[config.mk]
export PLATFORM = sky130hd
export DESIGN_NAME = dbc_regs
export DESIGN_NICKNAME = d
export VERILOG_FILES = /design/src/pkg/dbc_pkg.sv /design/src/dbc_regs.sv
export SDC_FILE = /design/constraint.sdc
export NUM_CORES = 1
export LEC_CHECK = 0
export ABC_AREA = 1
export BUFFER_PORTS_ARGS = -buffer_cell sky130_fd_sc_hd__buf_4
export CELL_PAD_IN_SITES_DETAIL_PLACEMENT = 1
export CELL_PAD_IN_SITES_GLOBAL_PLACEMENT = 1
export CORE_MARGIN = 10
export CORE_UTILIZATION = 32
export CTS_CLUSTER_SIZE = 28
export DETAILED_ROUTE_END_ITERATION = 10
export MAX_ROUTING_LAYER = met4
export PLACE_DENSITY_LB_ADDON = 0.3
export SLEW_MARGIN = 25
export SYNTH_ARGS = -nofsm -noshare
export SYNTH_HDL_FRONTEND = slang
export SYNTH_SLANG_ARGS = --single-unit
[constraint.sdc]
create_clock -name clk_in -period 1.3 [get_ports clk_in]
set_clock_uncertainty 0.15 [all_clocks]
set_input_delay 0.26 -clock clk_in [delete_from_list [all_inputs] [get_ports clk_in]]
set_output_delay 0.26 -clock clk_in [all_outputs]
set_load 0.01 [all_outputs]
[src/pkg/dbc_pkg.sv]
// Constants, types and register map of the board control register bank
// Contract
// - Status bit 5 shows read sequencer interrupt, bit 4 write sequencer interrupt.
// - Status bit 3 shows read FIFO empty, bit 2 write FIFO full.
// - Status bits 1 and 0 enable read and write sequencers.
// - Memory control bit 1 enables bank one, bit 0 bank zero.
// - Disabled bank powers down and frees its space for expansion memory.
// - Oscillator register always reads constant 0x32, read-only.
// - Write 1 requests a semaphore; readback 1 means ownership granted.
// - Refused semaphore requests are not queued; software must retry.
// - Writing 0 releases a semaphore held by the writer.
// - At most one of host and processor owns a semaphore.
// - Reset leaves every semaphore unowned on both sides.
// - A second independent semaphore behaves the same in bit 0.
// - Line control bits 7..4 form timing mode; codes 4-15 act as 0.
// - Mode picks sync output low or half clock, and frame source.
// - Default routing: streams 0..3 to processor, daughter, transceiver, voice.
// - Line control bit 3 swaps streams three and one.
// - Line control bit 2 swaps streams two and zero.
// - Bit 1 holds multiplexer in reset, bit 0 holds transceiver.
// - Timing mode bits clear to zero at reset.
// - Interrupt register bits 7 and 6 show latched interrupts.
// - Interrupt register bits 5 and 4 show raw interrupt levels.
// - Clear/mask bits 1 and 0: 1 clears and masks, 0 enables.
// - Enabled read sequencer interrupts while FIFO not empty, waits for read.
// - Enabled write sequencer interrupts while write FIFO not full.
package dbc_pkg;
	localparam logic [31:0] ADDR_FIFO_STATUS = 32'h01380018;
	localparam logic [31:0] ADDR_MEMORY_BANK = 32'h0138001c;
	localparam logic [31:0] ADDR_OSCILLATOR = 32'h01380020;
	localparam logic [31:0] ADDR_SEMAPHORE0 = 32'h01380024;
	localparam logic [31:0] ADDR_SEMAPHORE1 = 32'h01380028;
	localparam logic [31:0] ADDR_LINE_CONTROL = 32'h0138002c;
	localparam logic [31:0] ADDR_INTERRUPT = 32'h01380030;
	localparam logic [7:0] OSCILLATOR_VALUE = 8'h32;
	localparam logic [1:0] RESET_FIFO_ENABLE = 2'h0;
	localparam logic [1:0] RESET_BANK_ENABLE = 2'h3;
	localparam logic [7:0] RESET_LINE_CONTROL = 8'h00;
	localparam logic [1:0] RESET_INT_MASK = 2'h3;
	localparam int SEQ_WRITE = 0;
	localparam int SEQ_READ = 1;
	localparam int IRQ_TRANSCEIVER = 0;
	localparam int IRQ_DAUGHTER = 1;
	localparam int FIFO_FLAG_LSB = 2;
	localparam int FIFO_IRQ_LSB = 4;
	localparam int MODE_LSB = 4;
	localparam int SWAP_TWO_ZERO_BIT = 2;
	localparam int SWAP_THREE_ONE_BIT = 3;
	localparam int MUX_RESET_BIT = 1;
	localparam int XCVR_RESET_BIT = 0;
	localparam int RAW_IRQ_LSB = 4;
	localparam int LATCH_IRQ_LSB = 6;
	localparam int SYNC_STAGES = 2;
	localparam int PIN_COUNT = 9;
	typedef enum logic {SEQ_IDLE = 1'b0, SEQ_WAIT = 1'b1} dbc_seq_t;
	typedef enum logic [1:0] {SEM_FREE = 2'b00, SEM_DSP = 2'b01, SEM_HOST = 2'b10} dbc_sem_t;
endpackage

[src/dbc_regs.sv]
// Board control register bank on the processor external memory bus
`timescale 1ns/10ps
module dbc_regs
(
	input wire logic clk_in,
	input wire logic reset_n_in,
	input wire logic [31:0] addr_in,
	input wire logic wr_in,
	input wire logic rd_in,
	input wire logic [7:0] wdata_in,
	output logic [7:0] rdata_out,
	output logic rvalid_out,
	input wire logic dsp_fifo_read_in,
	input wire logic dsp_fifo_write_in,
	input wire logic read_fifo_empty_flag_in,
	input wire logic write_fifo_full_flag_in,
	input wire logic daughter_irq_in,
	input wire logic transceiver_irq_in,
	input wire logic multiplexer_half_clock_in,
	input wire logic [3:0] local_stream_in,
	input wire logic [1:0] host_sem_request_in,
	input wire logic [1:0] host_sem_release_in,
	output logic [1:0] host_sem_owned_out,
	output logic dsp_external_irq5_out,
	output logic dsp_external_irq6_out,
	output logic [1:0] bank_memory_enable_out,
	output logic [1:0] bank_powerdown_out,
	output logic [1:0] expansion_space_out,
	output logic transceiver_sync_out,
	output logic frame_source_select_out,
	output logic multiplexer_reset_out,
	output logic transceiver_reset_out,
	output logic [3:0] dest_stream_out
);
	localparam int PIN_COUNT_W = dbc_pkg::PIN_COUNT;
	logic [PIN_COUNT_W-1:0] sync1_q;
	logic [PIN_COUNT_W-1:0] sync2_q;
	logic empty_s;
	logic full_s;
	logic [1:0] raw_s;
	logic half_clk_s;
	logic [3:0] stream_s;
	logic [1:0] fifo_en_q;
	logic [1:0] bank_en_q;
	logic [7:0] line_q;
	logic [1:0] mask_q;
	logic [1:0] latch_q;
	logic [1:0] cond;
	logic [1:0] ack;
	logic [1:0] seq_irq_q;
	logic [1:0] dsp_req;
	logic [1:0] dsp_rel;
	logic [1:0] dsp_owns;
	logic [7:0] rdata_d;
	logic [1:0] mode_eff;
	dbc_pkg::dbc_sem_t sem_q [2];

	// Effective timing mode: unused codes fall back to mode 0
	function automatic logic [1:0] eff_mode(input logic [3:0] m);
		eff_mode = (m > 4'h3) ? 2'h0 : m[1:0];
	endfunction

	// Source stream index for each destination under the two swap bits
	function automatic logic [1:0] route_src(input logic [1:0] dest, input logic sw20, input logic sw31);
		logic [1:0] s;
		s = dest;
		if (sw20 && !dest[0])
			s = dest ^ 2'h2;
		else if (sw31 && dest[0])
			s = dest ^ 2'h2;
		route_src = s;
	endfunction

	// Every status, interrupt, half clock and stream pin is asynchronous; stage one feeds only stage two
	always_ff @(posedge clk_in or negedge reset_n_in)
	begin
		if (!reset_n_in)
		begin
			sync1_q <= '0;
			sync2_q <= '0;
		end
		else
		begin
			sync1_q <= {multiplexer_half_clock_in, transceiver_irq_in, daughter_irq_in,
				write_fifo_full_flag_in, read_fifo_empty_flag_in, local_stream_in};
			sync2_q <= sync1_q;
		end
	end

	assign stream_s = sync2_q[3:0];
	assign empty_s = sync2_q[4];
	assign full_s = sync2_q[5];
	assign raw_s = {sync2_q[6], sync2_q[7]};
	assign half_clk_s = sync2_q[8];

	// Register writes; undefined bits are simply not stored
	always_ff @(posedge clk_in or negedge reset_n_in)
	begin
		if (!reset_n_in)
		begin
			fifo_en_q <= dbc_pkg::RESET_FIFO_ENABLE;
			bank_en_q <= dbc_pkg::RESET_BANK_ENABLE;
			line_q <= dbc_pkg::RESET_LINE_CONTROL;
			mask_q <= dbc_pkg::RESET_INT_MASK;
		end
		else if (wr_in)
		begin
			if (addr_in == dbc_pkg::ADDR_FIFO_STATUS)
				fifo_en_q <= wdata_in[1:0];
			else if (addr_in == dbc_pkg::ADDR_MEMORY_BANK)
				bank_en_q <= wdata_in[1:0];
			else if (addr_in == dbc_pkg::ADDR_LINE_CONTROL)
				line_q <= wdata_in;
			else if (addr_in == dbc_pkg::ADDR_INTERRUPT)
				mask_q <= wdata_in[1:0];
		end
	end

	// Bank controls: disabled bank sleeps and hands its space to expansion
	always_ff @(posedge clk_in or negedge reset_n_in)
	begin
		if (!reset_n_in)
		begin
			bank_memory_enable_out <= dbc_pkg::RESET_BANK_ENABLE;
			bank_powerdown_out <= ~dbc_pkg::RESET_BANK_ENABLE;
			expansion_space_out <= ~dbc_pkg::RESET_BANK_ENABLE;
		end
		else
		begin
			bank_memory_enable_out <= bank_en_q;
			bank_powerdown_out <= ~bank_en_q;
			expansion_space_out <= ~bank_en_q;
		end
	end

	// Bus-master sequencers: index 1 reads, index 0 writes
	assign cond[dbc_pkg::SEQ_READ] = !empty_s;
	assign cond[dbc_pkg::SEQ_WRITE] = !full_s;
	assign ack[dbc_pkg::SEQ_READ] = dsp_fifo_read_in;
	assign ack[dbc_pkg::SEQ_WRITE] = dsp_fifo_write_in;

	generate
		for (genvar i = 0; i < 2; i++)
		begin : g_seq
			dbc_pkg::dbc_seq_t st_q;
			dbc_pkg::dbc_seq_t st_d;
			always_comb
			begin
				st_d = st_q;
				case (st_q)
					dbc_pkg::SEQ_IDLE:
						if (fifo_en_q[i] && cond[i])
							st_d = dbc_pkg::SEQ_WAIT;
					dbc_pkg::SEQ_WAIT:
						// Drop after each access so the next request is a fresh rising edge
						if (!fifo_en_q[i] || ack[i])
							st_d = dbc_pkg::SEQ_IDLE;
					default:
						st_d = dbc_pkg::SEQ_IDLE;
				endcase
			end
			always_ff @(posedge clk_in or negedge reset_n_in)
			begin
				if (!reset_n_in)
				begin
					st_q <= dbc_pkg::SEQ_IDLE;
					seq_irq_q[i] <= 1'b0;
				end
				else
				begin
					st_q <= st_d;
					seq_irq_q[i] <= (st_d == dbc_pkg::SEQ_WAIT);
				end
			end
		end
	endgenerate

	assign dsp_external_irq5_out = seq_irq_q[dbc_pkg::SEQ_READ];
	assign dsp_external_irq6_out = seq_irq_q[dbc_pkg::SEQ_WRITE];

	// Semaphores: processor wins a same-cycle tie; refused requests vanish
	assign dsp_req[0] = wr_in && addr_in == dbc_pkg::ADDR_SEMAPHORE0 && wdata_in[0];
	assign dsp_rel[0] = wr_in && addr_in == dbc_pkg::ADDR_SEMAPHORE0 && !wdata_in[0];
	assign dsp_req[1] = wr_in && addr_in == dbc_pkg::ADDR_SEMAPHORE1 && wdata_in[0];
	assign dsp_rel[1] = wr_in && addr_in == dbc_pkg::ADDR_SEMAPHORE1 && !wdata_in[0];

	generate
		for (genvar k = 0; k < 2; k++)
		begin : g_sem
			always_ff @(posedge clk_in or negedge reset_n_in)
			begin
				if (!reset_n_in)
				begin
					sem_q[k] <= dbc_pkg::SEM_FREE;
					host_sem_owned_out[k] <= 1'b0;
				end
				else
				begin
					case (sem_q[k])
						dbc_pkg::SEM_FREE:
						begin
							if (dsp_req[k])
							begin
								sem_q[k] <= dbc_pkg::SEM_DSP;
								host_sem_owned_out[k] <= 1'b0;
							end
							else if (host_sem_request_in[k])
							begin
								sem_q[k] <= dbc_pkg::SEM_HOST;
								host_sem_owned_out[k] <= 1'b1;
							end
						end
						dbc_pkg::SEM_DSP:
							if (dsp_rel[k])
								sem_q[k] <= dbc_pkg::SEM_FREE;
						dbc_pkg::SEM_HOST:
						begin
							if (host_sem_release_in[k])
							begin
								sem_q[k] <= dbc_pkg::SEM_FREE;
								host_sem_owned_out[k] <= 1'b0;
							end
						end
						default:
						begin
							sem_q[k] <= dbc_pkg::SEM_FREE;
							host_sem_owned_out[k] <= 1'b0;
						end
					endcase
				end
			end
			assign dsp_owns[k] = (sem_q[k] == dbc_pkg::SEM_DSP);
		end
	endgenerate

	// Interrupt latches; a held mask bit keeps the latch clear
	always_ff @(posedge clk_in or negedge reset_n_in)
	begin
		if (!reset_n_in)
			latch_q <= 2'h0;
		else
			latch_q <= ~mask_q & (latch_q | raw_s);
	end

	// Line interface outputs
	assign mode_eff = eff_mode(line_q[dbc_pkg::MODE_LSB +: 4]);

	always_ff @(posedge clk_in or negedge reset_n_in)
	begin
		if (!reset_n_in)
		begin
			transceiver_sync_out <= 1'b0;
			frame_source_select_out <= 1'b1;
			multiplexer_reset_out <= dbc_pkg::RESET_LINE_CONTROL[dbc_pkg::MUX_RESET_BIT];
			transceiver_reset_out <= dbc_pkg::RESET_LINE_CONTROL[dbc_pkg::XCVR_RESET_BIT];
		end
		else
		begin
			// Half clock arrives two stages late; fine for a frame sync reference
			transceiver_sync_out <= mode_eff[0] & half_clk_s;
			frame_source_select_out <= !mode_eff[1];
			multiplexer_reset_out <= line_q[dbc_pkg::MUX_RESET_BIT];
			transceiver_reset_out <= line_q[dbc_pkg::XCVR_RESET_BIT];
		end
	end

	generate
		for (genvar d = 0; d < 4; d++)
		begin : g_route
			always_ff @(posedge clk_in or negedge reset_n_in)
			begin
				if (!reset_n_in)
					dest_stream_out[d] <= 1'b0;
				else
					dest_stream_out[d] <= stream_s[route_src(2'(d), line_q[dbc_pkg::SWAP_TWO_ZERO_BIT],
						line_q[dbc_pkg::SWAP_THREE_ONE_BIT])];
			end
		end
	endgenerate

	// Read multiplexer; unmapped addresses read zero
	always_comb
	begin
		rdata_d = 8'h00;
		if (addr_in == dbc_pkg::ADDR_FIFO_STATUS)
			rdata_d = {2'h0, seq_irq_q[1], seq_irq_q[0], empty_s, full_s, fifo_en_q};
		else if (addr_in == dbc_pkg::ADDR_MEMORY_BANK)
			rdata_d = {6'h00, bank_en_q};
		else if (addr_in == dbc_pkg::ADDR_OSCILLATOR)
			rdata_d = dbc_pkg::OSCILLATOR_VALUE;
		else if (addr_in == dbc_pkg::ADDR_SEMAPHORE0)
			rdata_d = {7'h00, dsp_owns[0]};
		else if (addr_in == dbc_pkg::ADDR_SEMAPHORE1)
			rdata_d = {7'h00, dsp_owns[1]};
		else if (addr_in == dbc_pkg::ADDR_LINE_CONTROL)
			rdata_d = line_q;
		else if (addr_in == dbc_pkg::ADDR_INTERRUPT)
			rdata_d = {latch_q[1], latch_q[0], raw_s[1], raw_s[0], 2'h0, mask_q};
	end

	always_ff @(posedge clk_in or negedge reset_n_in)
	begin
		if (!reset_n_in)
		begin
			rdata_out <= 8'h00;
			rvalid_out <= 1'b0;
		end
		else
		begin
			rdata_out <= rd_in ? rdata_d : 8'h00;
			rvalid_out <= rd_in;
		end
	end
endmodule

==> impl_metrics.toml <==
[cells_and_area]
regArea_mm2 = 0.00159
layout_common_cells = "buf_4 (69), dfrtp_1 (56), nand2_1 (40), buf_6 (40), inv_1 (30)"
fillers = 906
finalNonFillerCells = 536
multi_input_area_mm2 = 0.00122
final_common_cell = "buf_4"
synthToLayoutAreaGrowth_pct = 67.2
antenna_cells = 0
nets = 485
drive_gt1_frac = 0.508

[floorplan]
ios = 86
start_util = 0.329
core_mm2 = 0.00822
die_w_um = 112
rows = 33
die_area_mm2 = 0.0125
die_h_um = 112

[clock_tree]
clk_pin_slew_ns = 0.07
clock-sinks = 63
root_buffer = "clkbuf_8"
numCtsBuffers = 9
cts.htree.levels = 3
insertion_delay_ns = 0.34
cts_tree = "yes"
cts_buffer_depth = 2

[timing]
rsz0062_at_grt = "yes"
hold_violations = 0
fin_crit_ns = 1.40
fin_ws_ns = -0.0997
max_clock_freq_ghz = 0.714
relSlewSlack = 0.693
post-route-period-util = 1.08
slew_violations = 0
setup_viol = 25
setup_tns_ns = -1.51
worst_pin_slew_ns = 0.459

[placed_design]
io_buffers = 85
placedCellCount = 495
gp_congestion = 0.769
dp_hpwl_mm = 6.16

[power_and_ir_drop]
power.leakage_nw = 2.25
power.density_mw_per_mm2 = 978
ir_drop_v = 0.000842

[global_route]
grt_pass1_vias = 2826
grt_util_met2 = 0.247
top_usage_layer = "met2"
met1_usage = 0.155
grt_max_degree = 32
met3_usage = 0.0354
gr-usage-all-layers = 0.142
grt-ovfl-total = 0
antenna_found_initial = 0
grt_pass1_wl_mm = 14.0

[detailed_routing]
routed_wl_mm = 8.85
antenna_left = 0
drtIter0Drc = 71
vias = 2502
detail_route.wl_per_cell_um = 16.5
first_pass_iters = 4
via_per_inst = 4.67
drc = 0

[critical_path]
arrival_ns = 1.47
critPathTopFamily = "simple AND/OR/NAND/NOR gates"
endpoint_kind = "flip-flop"
critPathKind = "in -> reg"
max_stage_delay_ns = 0.20
crit_slowest_cell = "nor2_4"
r2r_end = "rdata_out[1]"
cp_max_fo = 7
cp.required_ns = 1.37
cp-start-kind = "input port"
path_cells = "buf_4 -> nor2_4 -> nand2_2 -> nor2_4 -> nand2_4 -> nor2_4 -> nand2_4 -> clkinv_8 -> buf_4 -> nand2_4 -> nand2_1 -> o21ai_1"
worst-r2r-setup-slack_ns = 0.01
worst-path-buf-inv = 3
r2r_start = "mask_q[1]"
r2r.worst_path.cells = 6

[synth]
ys.warnings.count = 0
async_flop_share = 1.00
synth.distinct_cells = 31
avgSynthCellArea_um2 = 9.43
synth_top_area_frac = 0.518
ys_top_cells_by_area = "dfrtp_1 (52%), nand2_1 (8.3%), dfstp_2 (6.8%)"
syn_area_mm2 = 0.00271
synth_fp_nets = 346
synth_area_leader_cell = "dfrtp_1"
synth_edf_count = 0
ys_seq_area_frac = 0.586
ys.flop_type = "dfrtp_1"
ys_seq_elements = 63
synth_cells = 287

[min_path]
min_to = "line_q[7]"
min-delay-start = "wdata_in[7]"
whs_path_depth = 3
hold_path.class = "in -> reg"

[outcome]
violations = "setup timing"
status = "finished with violations"

[flow_run]
drv_cap = 0
how the worst max path moves through the flow:
stage | from | endpoint | slack, ns | depth (start not counted)
2_1_floorplan | addr_in[23] | rdata_out[6] | -0.16 | 11
3_3_place_gp | addr_in[23] | rdata_out[7] | -0.47 | 12
3_5_place_dp | addr_in[15] | rdata_out[0] | -0.49 | 12
4_1_cts | frame_source_select_out | frame_source_select_out | -0.09 | 1
5_1_grt | addr_in[10] | rdata_out[1] | -0.22 | 13
6_report | addr_in[31] | fifo_en_q[1] | -0.1 | 12
timing repair:
| item | in CTS | in global routing |
|---|---|---|
| endpoints found under the setup margin | 30 | 49 |
| gates resized for setup | 44 | 64 |
| pin swaps | 21 | 42 |
| gates cloned | 3 | 0 |
| buffers inserted | 3 | 3 |
| hold buffers | 16 | 0 |
| hold endpoints to repair | 76 | 0 |
through the flow:
step	instance area (um2)	utilization	power, mW	setup slack, ns	hold slack, ns
finish	4520	0.551	4.42	-0.0997	0.0145
detailed placement	3670	0.447	2.44	-0.490	-0.0264
global route	4520	0.551	4.60	-0.217	0.00529
global placement	3670	0.447	2.43	-0.468	-0.0305
floorplan	2750	-	2.16	-0.162	-0.186
CTS	4260	0.519	4.40	-0.0896	0.000805
worst register-to-register path, stage by stage (launching register included):
cell and delay (ns):
dfstp_2 0.57, nand4_1 0.11, nand2_1 0.08, nand2_1 0.06, nand2_1 0.06, nand2_1 0.07, a21oi_2 0.13
cells by family after synthesis:
family	after synthesis	share of synthesized area
simple gates	144	0.272
buf+inv	44	0.0693
flops	63	0.586
compound gates	36	0.0726
where the power goes:
group	switching [mW]	internal (mW)
Clock	0.832	1.08
Sequential	0.0280	2.01
Combinational	0.213	0.259
synthesized netlist by cell type, types with 4 or more instances:
cell and instances:
nand3_2 4, nor2_2 12, nand4_1 6, nand2_1 60, dfrtp_1 56, o21ai_0 16, inv_1 33, nand3_1 18
nor2_1 26, a21oi_1 6, dfstp_2 7, inv_2 5, o21ai_1 9
area by class of cell:
| class | count | area share |
|---|---|---|
| inverter | 41 | 0.0393 |
| timing repair buffer | 128 | 0.263 |
| clock buffer | 9 | 0.0274 |
| sequential | 63 | 0.350 |
| clock inverter | 7 | 0.0216 |
| multi-input combinational | 183 | 0.270 |
| tap | 105 | 0.0290 |
sequential cells by signal, summed over array words and instances, names as in the netlist, 2 cells and up:
signal,flops
bank_en_q,2
bank_memory_enable_out,2
dest_stream_out,4
expansion_space_out,2
fifo_en_q,2
g_seq.st_q,2
host_sem_owned_out,2
latch_q,2
line_q,8
mask_q,2
rdata_out,8
sem_q,4
sync1_q,9
sync2_q,9
metal layers:
metal | vias to the layer above | part of all wire
met2 | 52 | 0.54
li1 | 1197 | -
met3 | 12 | 0.035
met1 | 1241 | 0.41
met5 | - | 0
met4 | 0 | 0.014
Power figures use the tool's default switching activity.
